--- src/ctrl_dev_defs.svh ---
// offsets, field positions, reset values and counts for the control device
`ifndef CTRL_DEV_DEFS_SVH
`define CTRL_DEV_DEFS_SVH
`define OFS_JOY_PWR      3'h0
`define OFS_EEPROM       3'h1
`define OFS_BLOCK_PD     3'h2
`define OFS_IND_INDEX    3'h3
`define OFS_IND_DATA     3'h4
`define OFS_RAM_CMD      3'h5
`define OFS_RAM_END      3'h6
`define OFS_GLOBAL_STAT  3'h7
`define RST_JOY_PWR      8'h00
`define RST_EEPROM       8'h80
`define RST_BLOCK_PD     8'h00
`define RST_IND_INDEX    4'h0
`define IND_LAST         4'h8
`define IND_COUNT        9
// joystick/power control fields
`define JP_SPEED_LO      0
`define JP_MIXER_PD      2
`define JP_BLOCK_IDLE_A_PD       3
`define JP_CONV_PD       4
`define JP_CTX_EN        5
`define JP_CODE_LO       6
// eeprom port fields
`define EE_CLK           0
`define EE_DOUT          1
`define EE_DIN_EN        2
`define EE_LOOP_LO       3
`define EE_MODEM_POL     5
`define EE_SYNTH_POL     6
`define EE_CDROM_POL     7
// block power-down fields
`define BP_FM            0
`define BP_BLOCK_IDLE_A          1
`define BP_DAC           2
`define BP_ADC           3
`define BP_MIX           4
`define BP_VREF          5
`define BP_SRC           6
`define BP_GLOBAL        7
`endif

--- src/ctrl_dev_pkg.sv ---
// types shared by the control device
`default_nettype none
package ctrl_dev_pkg;
  typedef enum logic [1:0] {
    pm_active, pm_conv_off, pm_full_off, pm_iface_off
  } legacy_pm_t;
  typedef enum logic [1:0] {
    loop_normal, loop_rec_mux, loop_rec_out, loop_reserved
  } loop_sel_t;
  typedef enum logic [1:0] {ram_command, ram_download} ram_mode_t;
endpackage
`default_nettype wire

--- src/control_device_register_bank.sv ---
// control logical device register bank on the host i/o bus
`default_nettype none
`include "ctrl_dev_defs.svh"

module control_device_register_bank (
  input  wire logic        clk,             // 10 MHz system clock
  input  wire logic        srst,            // synchronous reset, high
  // host i/o bus
  input  wire logic [15:0] host_addr,       // full i/o address
  input  wire logic [11:0] control_io_base, // assigned base
  input  wire logic        io_rd,           // read strobe, one cycle
  input  wire logic        io_wr,           // write strobe, one cycle
  input  wire logic [7:0]  io_wdata,        // write data
  output logic      [7:0]  io_rdata,        // read data
  output logic             io_hit,          // address decoded
  // hardware configuration preset of polarity bits
  input  wire logic        cfg_load,        // preset strobe
  input  wire logic [2:0]  cfg_polarity,    // cdrom, synth, modem
  // indirect register file, held elsewhere
  output logic      [3:0]  indirect_index_bits, // selected index
  output logic      [7:0]  indirect_data_bits,  // write data
  output logic             ind_wr,          // indirect write pulse
  output logic             ind_rd,          // indirect read pulse
  input  wire logic [7:0]  ind_rdata,       // indirect read value
  // ram port and global status, outside this bank
  output logic             ram_cmd_wr,      // offset 5 write pulse
  output logic             ram_cmd_rd,      // offset 5 read pulse
  input  wire logic [7:0]  ram_rdata,       // offset 5 read value
  output logic             ram_download_mode, // download active
  input  wire logic        ram_download_start, // download begun
  input  wire logic [7:0]  global_status_in,  // other status bits
  // eeprom serial port
  output logic             eeprom_clk_o,    // clock pin value
  output logic             eeprom_clk_oe,   // clock pin enable
  output logic             eeprom_dout_o,   // data pin value
  output logic             eeprom_dout_oe,  // data pin enable
  input  wire logic        periph_data_pin0, // eeprom serial output
  // peripheral interrupt pins
  input  wire logic        modem_irq_pin,   // raw modem request
  input  wire logic        synth_irq_pin,   // raw synth request
  input  wire logic        cdrom_irq_pin,   // raw cdrom request
  output logic             modem_irq,       // normalised, high
  output logic             synth_irq,       // normalised, high
  output logic             cdrom_irq,       // normalised, high
  // context switch
  input  wire logic        ctx_switch,      // mode change pulse
  input  wire logic        ctx_is_native,   // current context
  output logic             ctx_irq,         // host interrupt
  output logic             ctx_switch_irq_status, // pending flag
  input  wire logic        ctx_irq_ack,     // clears pending
  // processor interface activity
  input  wire logic        iface_access,    // pnp/midi/emu access
  // power and mode controls
  output logic      [1:0]  joystick_speed_sel, // timer threshold
  output logic             mixer_pd_eff,    // analog mixer off
  output logic             mixer_regs_reset, // codec mixer defaults
  output logic             processor_idle,  // processor idled
  output logic             ifaces_pd,       // linked ifaces down
  output logic             adc_pd,          // a/d converters off
  output logic             dac_pd,          // d/a and serial off
  output logic             fm_pd,           // internal synth off
  output logic             vref_pd,         // whole analog off
  output logic             rate_converter_pd, // 44.1 kHz only
  output logic             volume_freeze,   // volume regs frozen
  output logic             mono_bypass,     // forced bypass
  output logic             chip_reset,      // full-part reset
  output logic             chip_pd,         // global power-down
  output logic             calibrate,       // calibration pulse
  output logic      [1:0]  loopback_mux_sel // mixing path
);

  // ***************************************************************
  // register state
  // ***************************************************************
  logic [7:0] joy_pwr;        // offset 0
  logic [7:0] eeprom_port;    // offset 1, bit 2 holds enable
  logic [7:0] block_pd;       // offset 2
  logic [3:0] index_q;        // offset 3 low nibble
  logic       ifaces_down;    // linked interfaces powered off
  logic       block_idle_a_idle_q;    // processor idle state
  logic       ctx_pend;       // context switch pending
  ctrl_dev_pkg::ram_mode_t ram_mode; // offset 5 mode
  logic [2:0] din_sync;       // eeprom data synchroniser
  logic       din_level;      // filtered eeprom data
  logic [2:0] modem_sync;     // modem pin synchroniser
  logic [2:0] synth_sync;     // synth pin synchroniser
  logic [2:0] cdrom_sync;     // cdrom pin synchroniser
  logic       modem_lvl;      // filtered modem pin
  logic       synth_lvl;      // filtered synth pin
  logic       cdrom_lvl;      // filtered cdrom pin

  // ***************************************************************
  // address decode
  // ***************************************************************
  logic       in_window;      // address inside eight locations
  logic [2:0] offset;         // location within the block
  logic [11:0] addr_diff;     // low address minus base
  logic       code_full_off;  // legacy code 10 active
  logic       wr_en;          // write allowed now
  logic       rd_en;          // read allowed now
  logic       acc_ok;         // offset reachable in this state

  // decode the offset from twelve bits against the base
  always_comb begin
    addr_diff = host_addr[11:0] - control_io_base;
    offset    = addr_diff[2:0];
    in_window = (addr_diff[11:3] == 9'h000) &&
                (host_addr[15:12] == 4'h0);
  end

  // code 10 locks out all offsets but 0; global power-down keeps 2
  assign code_full_off = (joy_pwr[`JP_CODE_LO +: 2] ==
                          ctrl_dev_pkg::pm_full_off);
  always_comb begin
    if (code_full_off) begin
      acc_ok = (offset == `OFS_JOY_PWR);
    end else if (block_pd[`BP_GLOBAL]) begin
      acc_ok = (offset == `OFS_BLOCK_PD);
    end else begin
      acc_ok = 1'b1;
    end
  end
  assign io_hit = in_window && acc_ok;
  assign wr_en  = io_wr && io_hit;
  assign rd_en  = io_rd && io_hit;

  // per-offset write strobe, decoded in several places
  function automatic logic wr_at(input logic [2:0] ofs);
    wr_at = wr_en && (offset == ofs);
  endfunction

  // ***************************************************************
  // offset 0: joystick and power control
  // ***************************************************************
  // written value is kept and read back unchanged
  always_ff @(posedge clk) begin
    if (srst) begin
      joy_pwr <= `RST_JOY_PWR;
    end else if (wr_at(`OFS_JOY_PWR)) begin
      joy_pwr <= io_wdata;
    end
  end

  // ***************************************************************
  // offset 1: eeprom port, loopback and polarities
  // ***************************************************************
  // code 10 also clears this configuration to its reset value
  always_ff @(posedge clk) begin
    if (srst || code_full_off) begin
      eeprom_port <= `RST_EEPROM;
    end else if (wr_at(`OFS_EEPROM)) begin
      eeprom_port <= io_wdata;
    end else if (cfg_load) begin
      // hardware configuration presets only the polarity bits
      eeprom_port[`EE_CDROM_POL:`EE_MODEM_POL] <= cfg_polarity;
    end
  end

  // pins driven only while the enable bit is one
  assign eeprom_clk_oe  = eeprom_port[`EE_DIN_EN];
  assign eeprom_dout_oe = eeprom_port[`EE_DIN_EN];
  assign eeprom_clk_o   = eeprom_port[`EE_CLK];
  assign eeprom_dout_o  = eeprom_port[`EE_DOUT];
  assign loopback_mux_sel = eeprom_port[`EE_LOOP_LO +: 2];

  // ***************************************************************
  // pin synchronisers
  // ***************************************************************
  // three stages; a level counts once stages two and three agree
  always_ff @(posedge clk) begin
    if (srst) begin
      din_sync   <= 3'h0;
      modem_sync <= 3'h0;
      synth_sync <= 3'h0;
      cdrom_sync <= 3'h0;
    end else begin
      din_sync   <= {din_sync[1:0], periph_data_pin0};
      modem_sync <= {modem_sync[1:0], modem_irq_pin};
      synth_sync <= {synth_sync[1:0], synth_irq_pin};
      cdrom_sync <= {cdrom_sync[1:0], cdrom_irq_pin};
    end
  end

  // filtered levels move only on agreement of the last two stages
  always_ff @(posedge clk) begin
    if (srst) begin
      din_level <= 1'b0;
      modem_lvl <= 1'b0;
      synth_lvl <= 1'b0;
      cdrom_lvl <= 1'b0;
    end else begin
      if (din_sync[2] == din_sync[1]) din_level <= din_sync[2];
      if (modem_sync[2] == modem_sync[1]) modem_lvl <= modem_sync[2];
      if (synth_sync[2] == synth_sync[1]) synth_lvl <= synth_sync[2];
      if (cdrom_sync[2] == cdrom_sync[1]) cdrom_lvl <= cdrom_sync[2];
    end
  end

  // polarity bit set means pin active high, clear means active low
  always_ff @(posedge clk) begin
    if (srst) begin
      modem_irq <= 1'b0;
      synth_irq <= 1'b0;
      cdrom_irq <= 1'b0;
    end else begin
      modem_irq <= ~(modem_lvl ^ eeprom_port[`EE_MODEM_POL]);
      synth_irq <= ~(synth_lvl ^ eeprom_port[`EE_SYNTH_POL]);
      cdrom_irq <= ~(cdrom_lvl ^ eeprom_port[`EE_CDROM_POL]);
    end
  end

  // ***************************************************************
  // offset 2: block power-down
  // ***************************************************************
  always_ff @(posedge clk) begin
    if (srst || code_full_off) begin
      block_pd <= `RST_BLOCK_PD;
    end else if (wr_at(`OFS_BLOCK_PD)) begin
      block_pd <= io_wdata;
    end
  end

  // one-cycle calibration pulse when global power-down is cleared
  always_ff @(posedge clk) begin
    if (srst) begin
      calibrate <= 1'b0;
    end else begin
      calibrate <= wr_at(`OFS_BLOCK_PD) && block_pd[`BP_GLOBAL] &&
                   !io_wdata[`BP_GLOBAL];
    end
  end

  // ***************************************************************
  // linked interfaces and processor idle
  // ***************************************************************
  // a set request wins over a same-cycle wake; that access is
  // dropped, and only a later access or code 10 clears the powered-down state
  logic pd_request;   // a write that powers the interfaces down
  logic idle_request; // a write that idles the processor
  always_comb begin
    pd_request = (wr_at(`OFS_JOY_PWR) &&
                  (io_wdata[`JP_BLOCK_IDLE_A_PD] ||
                   io_wdata[`JP_CODE_LO +: 2] ==
                   ctrl_dev_pkg::pm_iface_off));
    idle_request = pd_request ||
                   (wr_at(`OFS_BLOCK_PD) &&
                    (io_wdata[`BP_BLOCK_IDLE_A] || io_wdata[`BP_GLOBAL]));
  end

  always_ff @(posedge clk) begin
    if (srst || code_full_off) begin
      ifaces_down <= 1'b0;
      block_idle_a_idle_q <= 1'b0;
    end else begin
      if (pd_request) begin
        ifaces_down <= 1'b1;
      end else if (iface_access) begin
        ifaces_down <= 1'b0;
      end
      if (idle_request) begin
        block_idle_a_idle_q <= 1'b1;
      end else if (iface_access) begin
        block_idle_a_idle_q <= 1'b0;
      end
    end
  end

  // ***************************************************************
  // power outputs
  // ***************************************************************
  // code 01 overrides the codec and mixer power-down bits
  always_comb begin
    logic [1:0] code;
    code = joy_pwr[`JP_CODE_LO +: 2];
    joystick_speed_sel = joy_pwr[`JP_SPEED_LO +: 2];
    volume_freeze = (code == ctrl_dev_pkg::pm_conv_off);
    chip_reset    = code_full_off;
    chip_pd       = block_pd[`BP_GLOBAL] || code_full_off;
    vref_pd       = block_pd[`BP_VREF] || chip_pd;
    rate_converter_pd = block_pd[`BP_SRC] || chip_pd;
    mixer_pd_eff  = chip_pd || vref_pd || block_pd[`BP_MIX] ||
                    (code == ctrl_dev_pkg::pm_iface_off) ||
                    (joy_pwr[`JP_MIXER_PD] && !volume_freeze);
    mixer_regs_reset = joy_pwr[`JP_MIXER_PD] && !volume_freeze;
    adc_pd = chip_pd || block_pd[`BP_ADC] || (code != 2'b00) ||
             (joy_pwr[`JP_CONV_PD] && !volume_freeze);
    dac_pd = chip_pd || block_pd[`BP_DAC] || (code != 2'b00) ||
             (joy_pwr[`JP_CONV_PD] && !volume_freeze);
    fm_pd  = block_pd[`BP_FM] || dac_pd;
    ifaces_pd      = ifaces_down || chip_pd;
    processor_idle = block_idle_a_idle_q || ifaces_down || chip_pd;
    // mixer off with reference alive keeps the mono path bypassed
    mono_bypass = block_pd[`BP_MIX] && !block_pd[`BP_VREF];
  end

  // ***************************************************************
  // offsets 3 and 4: indirect access
  // ***************************************************************
  always_ff @(posedge clk) begin
    if (srst || code_full_off) begin
      index_q <= `RST_IND_INDEX;
    end else if (wr_at(`OFS_IND_INDEX)) begin
      index_q <= io_wdata[3:0];
    end
  end
  assign indirect_index_bits = index_q;

  // pulses reach the indirect file only for indices 0 to 8
  always_comb begin
    ind_wr = wr_at(`OFS_IND_DATA) && (index_q <= `IND_LAST);
    ind_rd = rd_en && (offset == `OFS_IND_DATA) &&
             (index_q <= `IND_LAST);
    indirect_data_bits = io_wdata;
  end

  // ***************************************************************
  // offsets 5 and 6: ram port mode
  // ***************************************************************
  always_ff @(posedge clk) begin
    if (srst || code_full_off) begin
      ram_mode <= ctrl_dev_pkg::ram_command;
    end else if (ram_download_start) begin
      ram_mode <= ctrl_dev_pkg::ram_download;
    end else if (wr_at(`OFS_RAM_END) && io_wdata == 8'h00) begin
      ram_mode <= ctrl_dev_pkg::ram_command;
    end
  end
  assign ram_download_mode = (ram_mode == ctrl_dev_pkg::ram_download);
  assign ram_cmd_wr = wr_at(`OFS_RAM_CMD);
  assign ram_cmd_rd = rd_en && (offset == `OFS_RAM_CMD);

  // ***************************************************************
  // context-switch interrupt
  // ***************************************************************
  // a new switch in the acknowledge cycle keeps the flag set
  always_ff @(posedge clk) begin
    if (srst || code_full_off) begin
      ctx_pend <= 1'b0;
    end else if (ctx_switch && joy_pwr[`JP_CTX_EN]) begin
      ctx_pend <= 1'b1;
    end else if (ctx_irq_ack) begin
      ctx_pend <= 1'b0;
    end
  end
  assign ctx_switch_irq_status = ctx_pend;
  assign ctx_irq = ctx_pend && joy_pwr[`JP_CTX_EN];

  // ***************************************************************
  // read data
  // ***************************************************************
  // registered read data, returned the cycle after the strobe
  always_ff @(posedge clk) begin
    if (srst) begin
      io_rdata <= 8'h00;
    end else if (rd_en) begin
      unique case (offset)
        `OFS_JOY_PWR:  io_rdata <= joy_pwr;
        `OFS_EEPROM:   io_rdata <= {eeprom_port[7:3], din_level,
                                    eeprom_port[1:0]};
        `OFS_BLOCK_PD: io_rdata <= block_pd;
        `OFS_IND_INDEX: io_rdata <= {4'h0, index_q};
        `OFS_IND_DATA: io_rdata <= ind_rdata;
        `OFS_RAM_CMD:  io_rdata <= ram_rdata;
        `OFS_RAM_END:  io_rdata <= 8'h00;
        `OFS_GLOBAL_STAT: io_rdata <= {ctx_is_native, ctx_pend,
                                       global_status_in[5:0]};
      endcase
    end
  end

endmodule // control_device_register_bank
`default_nettype wire

--- config.mk ---
export PLATFORM = sky130hd
export DESIGN_NAME = control_device_register_bank
export DESIGN_NICKNAME = d
export VERILOG_FILES = /design/src/ctrl_dev_pkg.sv /design/src/control_device_register_bank.sv
export VERILOG_INCLUDE_DIRS = /design/src
export SDC_FILE = /design/constraint.sdc
export NUM_CORES = 1
export LEC_CHECK = 0
export BUFFER_PORTS_ARGS = -buffer_cell sky130_fd_sc_hd__buf_4
export CORE_UTILIZATION = 45
export DETAILED_ROUTE_END_ITERATION = 12
export PLACE_DENSITY = 0.83
export SLEW_MARGIN = 20
export SYNTH_ARGS = -nofsm -noshare
export SYNTH_HDL_FRONTEND = slang
export SYNTH_SLANG_ARGS = --single-unit
--- constraint.sdc ---
create_clock -name clk -period 5.9 [get_ports clk]
set_input_delay 0.59 -clock clk [delete_from_list [all_inputs] [get_ports clk]]
set_output_delay 0.59 -clock clk [all_outputs]
set_load 0.01 [all_outputs]
* Word level (Yosys, flattened, before mapping)
Cells that the tools add are included.
** Storage, ports and cells
- Bits of input ports :: 77
- Word-level logic and storage cells :: 116
- Output and inout port bits :: 53
- Bits in registers :: 60
** Cells by class
- Equality and inequality tests :: 15
- Bitwise operators :: 6
- Reductions and logical operators :: 59
- Multiplexer cells :: 12
- Order comparisons :: 1
- Add/subtract/negate cells :: 1
** Operators by type and width (count)
- case mux 8 bit (8 select lines) :: 1
- logical AND 1 bit :: 25
- logical OR 1 bit :: 21
- equality test 3 bit, second input constant :: 4
- nonzero test 2 bit :: 6
- subtractor 12 bit :: 1
- zero test 9 bit :: 1
- 2-to-1 mux 1 bit :: 9
- zero test 8 bit :: 1
- equality test 2 bit, second input constant :: 3
- equality test 3 x 2 -> 1 bit, second input constant :: 2
- 2-to-1 mux 3 bit :: 2
- equality test 1 bit :: 4
- <= comparator 4 bit, second input constant :: 1
- zero test 4 bit :: 1
- equality test 3 x 1 -> 1 bit, second input constant :: 1
- zero test 1 bit :: 3
- zero test 3 bit :: 1
- inverter 1 bit :: 3
- XOR 1 bit :: 3
- equality test 2 x 1 -> 1 bit, second input constant :: 1

* Depth between registers and ports, before layout
Gate-level depths: netlist (run 1).
- Depth after elaboration :: 10
- Gate-level depth with buffers :: 12
- Gate-level depth less buffers :: 10

* Worst setup path after synthesis (run 1)
OpenSTA, ideal clock, no wires.
- Path kind :: input-to-output
- Start :: input host_addr[0]
- End :: output ind_wr
- Setup slack :: 2.199 ns
- Data arrival time :: 3.111 ns
- Buffers on the path :: 1
- Data required time :: 5.310 ns
- Stages on the path :: 11
- Path through :: inv_1 -> ha_1 -> fa_1 -> nand2b_1 -> a211o_1 -> a21o_1 -> a32oi_1 -> o21a_1 -> clkbuf_1 -> nand4_1 -> nor2_1
** Between the ends
- Word-level cells in the longest chain between the ends :: 8
- Elaborated cells between the ends (all ways) :: 12
- Classes of those cells :: 1 x add/sub; 2 x eq/ne; 2 x mux; 7 x reduce/logical
** RTL lines
- start, declared :: line control_device_register_bank.sv:9 : input wire logic [15:0] host_addr,
- subtractor 12 bit * :: line control_device_register_bank.sv:105 : addr_diff = host_addr[11:0] - control_io_base;
- equality test 3 x 2 -> 1 bit
- 2-to-1 mux 1 bit :: line control_device_register_bank.sv:117 : end else if (block_pd[`BP_GLOBAL]) begin
- 2-to-1 mux 1 bit :: line control_device_register_bank.sv:115 : if (code_full_off) begin
- logical AND 1 bit :: line control_device_register_bank.sv:123 : assign io_hit = in_window && acc_ok;
- logical AND 1 bit :: line control_device_register_bank.sv:124 : assign wr_en = io_wr && io_hit;
- logical AND 1 bit * :: line control_device_register_bank.sv:129 : wr_at = wr_en && (offset == ofs);
- logical AND 1 bit * :: line control_device_register_bank.sv:310 : ind_wr = wr_at(`OFS_IND_DATA) && (index_q <= `IND_LAST);
- end, declared :: line control_device_register_bank.sv:22 : output logic ind_wr,
Mark *: on every way between the ends. The rest lies on a longest branch, timed or not.

* Worst setup path in the final report (run 1)
- Start :: input host_addr[0]
- End :: output ram_cmd_rd
** Between the ends
- Word-level cells in the longest chain between the ends :: 7
- Elaborated cells between the ends (all ways) :: 11
- Classes of those cells :: 1 x add/sub; 2 x eq/ne; 2 x mux; 6 x reduce/logical
** RTL lines
- subtractor 12 bit * :: line control_device_register_bank.sv:105
- equality test 3 x 2 -> 1 bit
- 2-to-1 mux 1 bit :: line control_device_register_bank.sv:117
- 2-to-1 mux 1 bit :: line control_device_register_bank.sv:115
- logical AND 1 bit :: line control_device_register_bank.sv:123
- logical AND 1 bit :: line control_device_register_bank.sv:125 : assign rd_en = io_rd && io_hit;
- logical AND 1 bit * :: line control_device_register_bank.sv:330 : assign ram_cmd_rd = rd_en && (offset == `OFS_RAM_CMD);
- end, declared :: line control_device_register_bank.sv:27 : output logic ram_cmd_rd,
Marked as above.

==> results of run 1 <==
[logic make-up (layout without fill, tap and decap cells)]
family / after synthesis / after routing / synth area share [%]
simple gates: 186 / 186 / 25.1
compound gates: 111 / 111 / 20.5
flops: 60 / 60 / 31.6
buf+inv: 58 / 168 / 7.30
mux: 28 / 28 / 9.07
fa+ha+maj: 12 / 12 / 4.14
xor+xnor: 9 / 9 / 2.27
[power groups by stage]
stage	sequential, uW	clock (uW)	combinational, uW
global placement	424	0	268
global route	415	409	305
detailed placement	424	0	276
CTS	415	391	278
finish	415	394	284
floorplan	424	0	181
[routing by layer]
layer / vias up / GRT usage (%) / wire length [um]
li1: 1873 / - / -
met1: 1855 / 33.9 / 4790
met2: 231 / 42.9 / 5350
met3: 33 / 4.21 / 1110
met4: 0 / 12.2 / 320
met5: - / 0 / 0
[worst paths after layout]
path / from / endpoint / slack (ns) / cells past startpoint
max: host_addr[0] / ram_cmd_rd / 1.72 / 11
min: cdrom_sync[0] / cdrom_sync[1] / 0.44 / 1
max reg2reg: joy_pwr[7] / eeprom_port[0] / 2.69 / 7
min reg2reg: cdrom_sync[0] / cdrom_sync[1] / 0.44 / 1
[registers in the layout, indices dropped and copies added (netlist names), 3 cells and up]
register,count
block_pd,8
eeprom_port,8
io_rdata,8
joy_pwr,8
indirect_index_bits,4
cdrom_sync,3
din_sync,3
modem_sync,3
synth_sync,3
[final cells by class]
cell class / instances / area [um^2]
well taps: 105 / 131
inverters: 21 / 78.8
clock inverters: 5 / 58.8
fillers: 702 / 3280
flip-flops and latches: 60 / 1200
clock buffers: 11 / 151
repair buffers: 131 / 983
multi-input cells: 346 / 2340
[stage by stage]
step | cells | cell area, um^2 | power (uW) | hold WS (ns) | util (%)
after floorplan | 464 | 3810 | 605 | 0.414 | -
after CTS | 679 | 4930 | 1080 | 0.438 | 60.0
final | 679 | 4940 | 1090 | 0.443 | 60.1
after global routing | 679 | 4940 | 1130 | 0.459 | 60.1
after detailed placement | 663 | 4720 | 700 | 0.422 | 57.5
after global placement | 663 | 4720 | 692 | 0.419 | 57.5
[layout by cell type, fill, tap and decap left out, drive strengths merged, types with 4 or more instances in the layout]
master / Yosys / routed
nand2b: 9 / 9
nor2: 38 / 38
a221oi: 4 / 4
nor2b: 18 / 18
nor3: 6 / 6
clkbuf: 19 / 11
or3: 5 / 5
a211oi: 5 / 5
mux4: 5 / 5
nand4: 20 / 20
xor2: 6 / 6
a21oi: 36 / 36
nor4: 8 / 8
o31ai: 16 / 16
buf: 18 / 131
dfxtp: 60 / 60
o21ai: 13 / 13
or4: 5 / 5
and3: 4 / 4
ha: 11 / 11
mux2i: 21 / 21
nand2: 60 / 60
o21a: 5 / 5
a31oi: 5 / 5
inv: 21 / 22
[critical path, delay by kind of cell]
kind                       cells  cell delay, ns
buffers and inverters          3            0.24
AOI/OAI and AO/OA              2            0.42
and+or+nand+nor                3            1.05
xor gates and xnor gates       1            0.13
adders and majority gates      2            1.14
==> metrics.cfg, run 1 <==
[global_routing]
grt_pass1_vias = 3747
grt_pass1_wl_um = 18000
track_usage_pct = 26.3
grt_max_degree = 40
overflow = 0
grt_antenna_before_repair = 0

[critical_path]
cpMaxStageDelayCell = fa_2
crit_path_end_kind = output pin
crit_path_cell_trace = buf_4 -> inv_1 -> ha_1 -> fa_2 -> xor2_1 -> o22ai_1 -> o211ai_1 -> nor4_1 -> nand3_1 -> nor2_1 -> buf_4
arrival_ns = 3.59
cp_slowest_stage_delay_ns = 0.93
worstPathRequired_ns = 5.31
crit_type = in -> out
worst-path-max-fanout = 31
crit_top_cell = buf_4
worst_setup_path_start_kind = primary input

[cts]
cts_resized = 0
hold_buffers = 0
cts_tree = yes
post-cts-setup-buffer-count = 0
numCtsBuffers = 9
cts_max_level = 3
worstSkewPairLatency_ns = 0.35
cts_max_path_buffers = 2
path_clk_slew_ns = 0.07
clockRootBuffer = clkbuf_8
clock-sinks = 60

[power_and_ir_drop]
p_clk_share_pct = 36.1
power.internal_uw = 742
power_switching_uw = 350
seqPwrFrac_pct = 38.0
total_leakage_power_uw = 0.00218
peakVddDrop_v = 0.000112
switching_share_pct = 32.0
power_frac_comb_pct = 26.0
powerDensity_mw_per_mm2 = 221

[synth]
synthTopCellsByArea = dfxtp_1, nand2_1, mux2i_1
synth_edf_count = 0
synth_nets = 553
syn_inst = 464
async_reset_ff_share_pct = 0
ys.warnings.count = 0
syn-cell-area_mm2 = 0.00381
ys_top_cells_by_count = dfxtp_1, nand2_1, nor2_1, a21oi_1
synth_flop_cell = dfxtp_1
synth.ff_latch_count = 60
synth_cell_types = 61
syn_area_per_cell_um2 = 8.20
yosys.area.top_type = dfxtp_1
netlist.area_leader.share_pct = 31.6
ys_seq_area_share_pct = 31.6

[timing]
max_freq_ghz = 0.239
tightest_slew_ns = 0.879
fin_crit_ns = 4.18
grt_setup_unrepaired = no
finClkSkew_ns = 0.0107
finalSetupViolCount = 0
hold_viol_final = 0
finalSetupTns_ns = 0
setup_slack_ns = 1.72
post-route-period-util_pct = 70.9
slew_headroom_pct = 40.9
slew_violations = 0

[place]
gp_congestion = 0.904
place_hpwl_um = 8550
io_buffers = 127
dpl_worst_slack_ns = 1.45

[route]
drcViolationCount = 0
wirelength_um = 11600
firstDrtPassIters = 5
num_vias = 3992
viasPerCell = 5.88
wl_per_cell_um = 17.0
antenna_left = 0
drt_iter0_drc = 282

[floorplanning]
core_area_mm2 = 0.00822
die_width_um = 94.0
start_util_pct = 46.3
core.rowCount = 33
die_area_mm2 = 0.00883
fp.dieH_um = 94.0
ios = 130

[finish]
final_nets = 658
drive_above_1_share_pct = 29.6
antenna_cells = 0
area_growth_pct = 29.8

[run_status]
outcome = finished clean

[run]
drv_cap = 0

[worst_hold_path]
min_path_type = reg -> reg

Note: power is estimated with default switching activity, not from simulation.
==> inputs of run 2 (changes only) <==
ABC_AREA = 1   (was unset)
PLACE_DENSITY = 0.86   (was 0.83)
clock period = 3.75 ns   (was 5.9 ns; I/O delays follow)
==> run 2 against run 1 <==
Largest cell class unchanged. Cell count is 18% higher. Combinational power is 14% higher. Sequential power is 57% higher. Final area is 2.3% lower. Worst setup slack worse by 1.3 ns. Critical path depth is 5 higher. Synthesized cell count is 24% higher.
==> metrics.cfg, run 2 <==
[route]
viasPerCell = 5.04  ; was 5.88
drcViolationCount = 0  ; unchanged
wl_per_cell_um = 13.3  ; was 17.0 um
drt_iter0_drc = 386  ; was 282
wirelength_um = 10700  ; was 11,600 um
antenna_left = 0  ; unchanged
num_vias = 4043  ; was 3,992
firstDrtPassIters = 5  ; unchanged

[cts]
cts_tree = yes  ; unchanged
cts_max_path_buffers = 2  ; unchanged
cts_max_level = 3  ; unchanged
clockRootBuffer = clkbuf_8  ; unchanged
clock-sinks = 60  ; unchanged
numCtsBuffers = 9  ; unchanged
worstSkewPairLatency_ns = 0.34  ; was 0.35 ns
hold_buffers = 0  ; unchanged
cts_resized = 0  ; unchanged
post-cts-setup-buffer-count = 0  ; unchanged
path_clk_slew_ns = 0.07  ; about the same

[worst_hold_path]
min_delay_worst_endpoint = modem_sync[0]  ; was cdrom_sync[1]
hold_path_depth = 3  ; was 1
min_path_type = in -> reg  ; was reg -> reg
worstHoldStart = modem_irq_pin  ; was cdrom_sync[0]

[power_and_ir_drop]
total_leakage_power_uw = 0.00262  ; was 0.00218 uW
peakVddDrop_v = 0.000246  ; was 0.000112 V
p_total_uw = 1630  ; was 1090 uW
powerDensity_mw_per_mm2 = 338  ; was 221 mW/mm^2

[finish]
area_growth_pct = 32.4  ; was 29.8%
final_area_mm2 = 0.00483  ; was 0.00494 mm^2
layout_commonest_cell = buf_4  ; unchanged
final_nets = 784  ; was 658
antenna_cells = 0  ; unchanged
mostFrequentLayoutCells = buf_4, nand2_1, inv_1  ; was buf_4, nand2_1, dfxtp_1
num-fill-cells = 727  ; was 702
drive_above_1_share_pct = 23.3  ; was 29.6%

[synth]
syn_inst = 577  ; was 464
yosysMostFrequentCell = nand2_1
synth_nets = 666  ; was 553
synth_flop_cell = dfxtp_1  ; unchanged
netlist.area_leader.share_pct = 33.0  ; was 31.6%
syn_area_per_cell_um2 = 6.32  ; was 8.20 um^2
synth_edf_count = 0  ; unchanged
synth.ff_latch_count = 60  ; unchanged
ys_seq_area_share_pct = 33.0  ; was 31.6%
syn-cell-area_mm2 = 0.00364  ; was 0.00381 mm^2
async_reset_ff_share_pct = 0  ; unchanged
synthTopCellsByArea = dfxtp_1, nand2_1, inv_1  ; was dfxtp_1, nand2_1, mux2i_1
ys_top_cells_by_count = nand2_1, inv_1, nor2_1, dfxtp_1, a21oi_1  ; was dfxtp_1, nand2_1, nor2_1, a21oi_1
yosys.area.top_type = dfxtp_1  ; unchanged
ys.warnings.count = 0  ; unchanged
synth_cell_types = 38  ; was 61

[timing]
slew_violations = 0  ; unchanged
max_freq_ghz = 0.304
slew_headroom_pct = 52.7  ; was 40.9%
finalSetupViolCount = 0  ; unchanged
finClkSkew_ns = 0.00582  ; was 0.0107 ns
grt_setup_unrepaired = no  ; unchanged
tightest_slew_ns = 0.709  ; was 0.879 ns
post-route-period-util_pct = 87.7
finalSetupTns_ns = 0  ; unchanged
setup_slack_ns = 0.460  ; was 1.72 ns
hold_viol_final = 0  ; unchanged
fin_crit_ns = 3.29

[global_routing]
grt_pass1_vias = 3759  ; was 3,747
grt_antenna_before_repair = 0  ; unchanged
grt_max_degree = 21  ; was 40
overflow = 0  ; unchanged
track_usage_pct = 25.6  ; was 26.3%
grt_pass1_wl_um = 17100  ; was 18,000 um

[critical_path]
timing.rr.start = joy_pwr[7]  ; unchanged
arrival_ns = 2.91  ; was 3.59 ns
cp_slowest_stage_delay_ns = 0.53  ; was 0.93 ns
crit_type = in -> out  ; unchanged
crit_family = simple AND/OR/NAND/NOR gates  ; was adder cells
ff2ff_setup_slack_ns = 1.30  ; was 2.69 ns
crit_path_cell_trace = buf_4 -> inv_1 -> ha_1 -> fa_1 -> nor2_1 -> nand2_4 -> nand2_1 -> nand2_1 -> nor2_1 -> nand2_1 -> nor2_1 -> nand3_1 -> nor2_4 -> nand2_1 -> nor2_1 -> buf_4  ; was buf_4 -> inv_1 -> ha_1 -> fa_2 -> xor2_1 -> o22ai_1 -> o211ai_1 -> nor4_1 -> nand3_1 -> nor2_1 -> buf_4
cp_num_buf_inv = 3  ; unchanged
worst-path-max-fanout = 9  ; was 31
worst_setup_path_start_kind = primary input  ; unchanged
worstPathRequired_ns = 3.38  ; was 5.31 ns
rr_endpoint = io_rdata[7]  ; was eeprom_port[0]
ff2ff_path_depth = 14  ; was 7
cpMaxStageDelayCell = fa_1  ; was fa_2
crit_path_end_kind = output pin  ; unchanged

[place]
dpl_worst_slack_ns = 0.515  ; was 1.45 ns
place_area_mm2 = 0.00460  ; was 0.00472 mm^2
gp_congestion = 0.928  ; was 0.904
io_buffers = 127  ; unchanged
place_hpwl_um = 8330  ; was 8550 um

[floorplanning]
ios = 130  ; unchanged
die_area_mm2 = 0.00846  ; was 0.00883 mm^2
start_util_pct = 46.9  ; was 46.3%
core.rowCount = 32  ; was 33
fp.dieH_um = 92.0  ; was 94.0 um
die_width_um = 92.0  ; was 94.0 um
core_area_mm2 = 0.00777  ; was 0.00822 mm^2

[run]
drv_cap = 0  ; unchanged

[run_status]
outcome = finished clean  ; unchanged

==> run 2: logic make-up after synthesis <==
group,Yosys count,synth area share [%]
AO/OA/AOI/OAI,93,14.1
XOR/XNOR,1,0.240
adder cells (fa/ha/maj),12,4.33
buffers and inverters,140,16.0
flip-flops,60,33.0
AND/OR/NAND/NOR,271,32.4
==> run 2: layout make-up <==
| type | instances | area [um^2] | share of cell area [%] |
|---|---|---|---|
| timing repair buffer | 129 | 968 | 20.1 |
| inverter | 118 | 443 | 9.18 |
| tap | 102 | 128 | 2.64 |
| multi-input combinational | 377 | 1860 | 38.6 |
| clock buffer | 9 | 124 | 2.57 |
| clock inverter | 7 | 98.8 | 2.05 |
| sequential | 60 | 1200 | 24.9 |
==> run 2: how the worst max path moves through the flow <==
stage / from / end / cells past startpoint
after floorplan: host_addr[0] / ind_rd / 15
after global placement: host_addr[0] / ram_cmd_rd / 16
after detailed placement: host_addr[0] / ram_cmd_rd / 16
after CTS: host_addr[0] / ram_cmd_rd / 16
after global routing: host_addr[0] / ram_cmd_rd / 16
final: host_addr[0] / ram_cmd_rd / 16
==> run 2: power breakdown <==
part / leakage, uW / internal [uW] / switching, uW
clock: 0.000110 / 378 / 277
sequential: 0.000487 / 647 / 4.59
combinational: 0.00202 / 134 / 189
total: 0.00262 / 1160 / 471
==> run 2: tightest hold or removal path: stages <==
cell,delay (ns)
buf_4,0.07
inv_1,0.03
nor2_1,0.06
==> run 2: routing by layer <==
metal  routed length, um  GRT usage (%)  vias to the layer above
met1                4440           31.4                     1811
met2                5180           43.9                      167
met4                 285           9.90                        0
li1                    -              -                     2033
met5                   0              0                        -
met3                 765           4.89                       32
==> run 2: metrics by stage <==
| stage | cells | hold WS, ns | util [%] |
|---|---|---|---|
| 2_1_floorplan | 577 | 0.388 | - |
| 3_3_place_gp | 786 | 0.390 | 59.2 |
| 3_5_place_dp | 786 | 0.400 | 59.2 |
| 4_1_cts | 802 | 0.220 | 62.1 |
| 5_1_grt | 802 | 0.232 | 62.1 |
| 6_report | 802 | 0.225 | 62.1 |
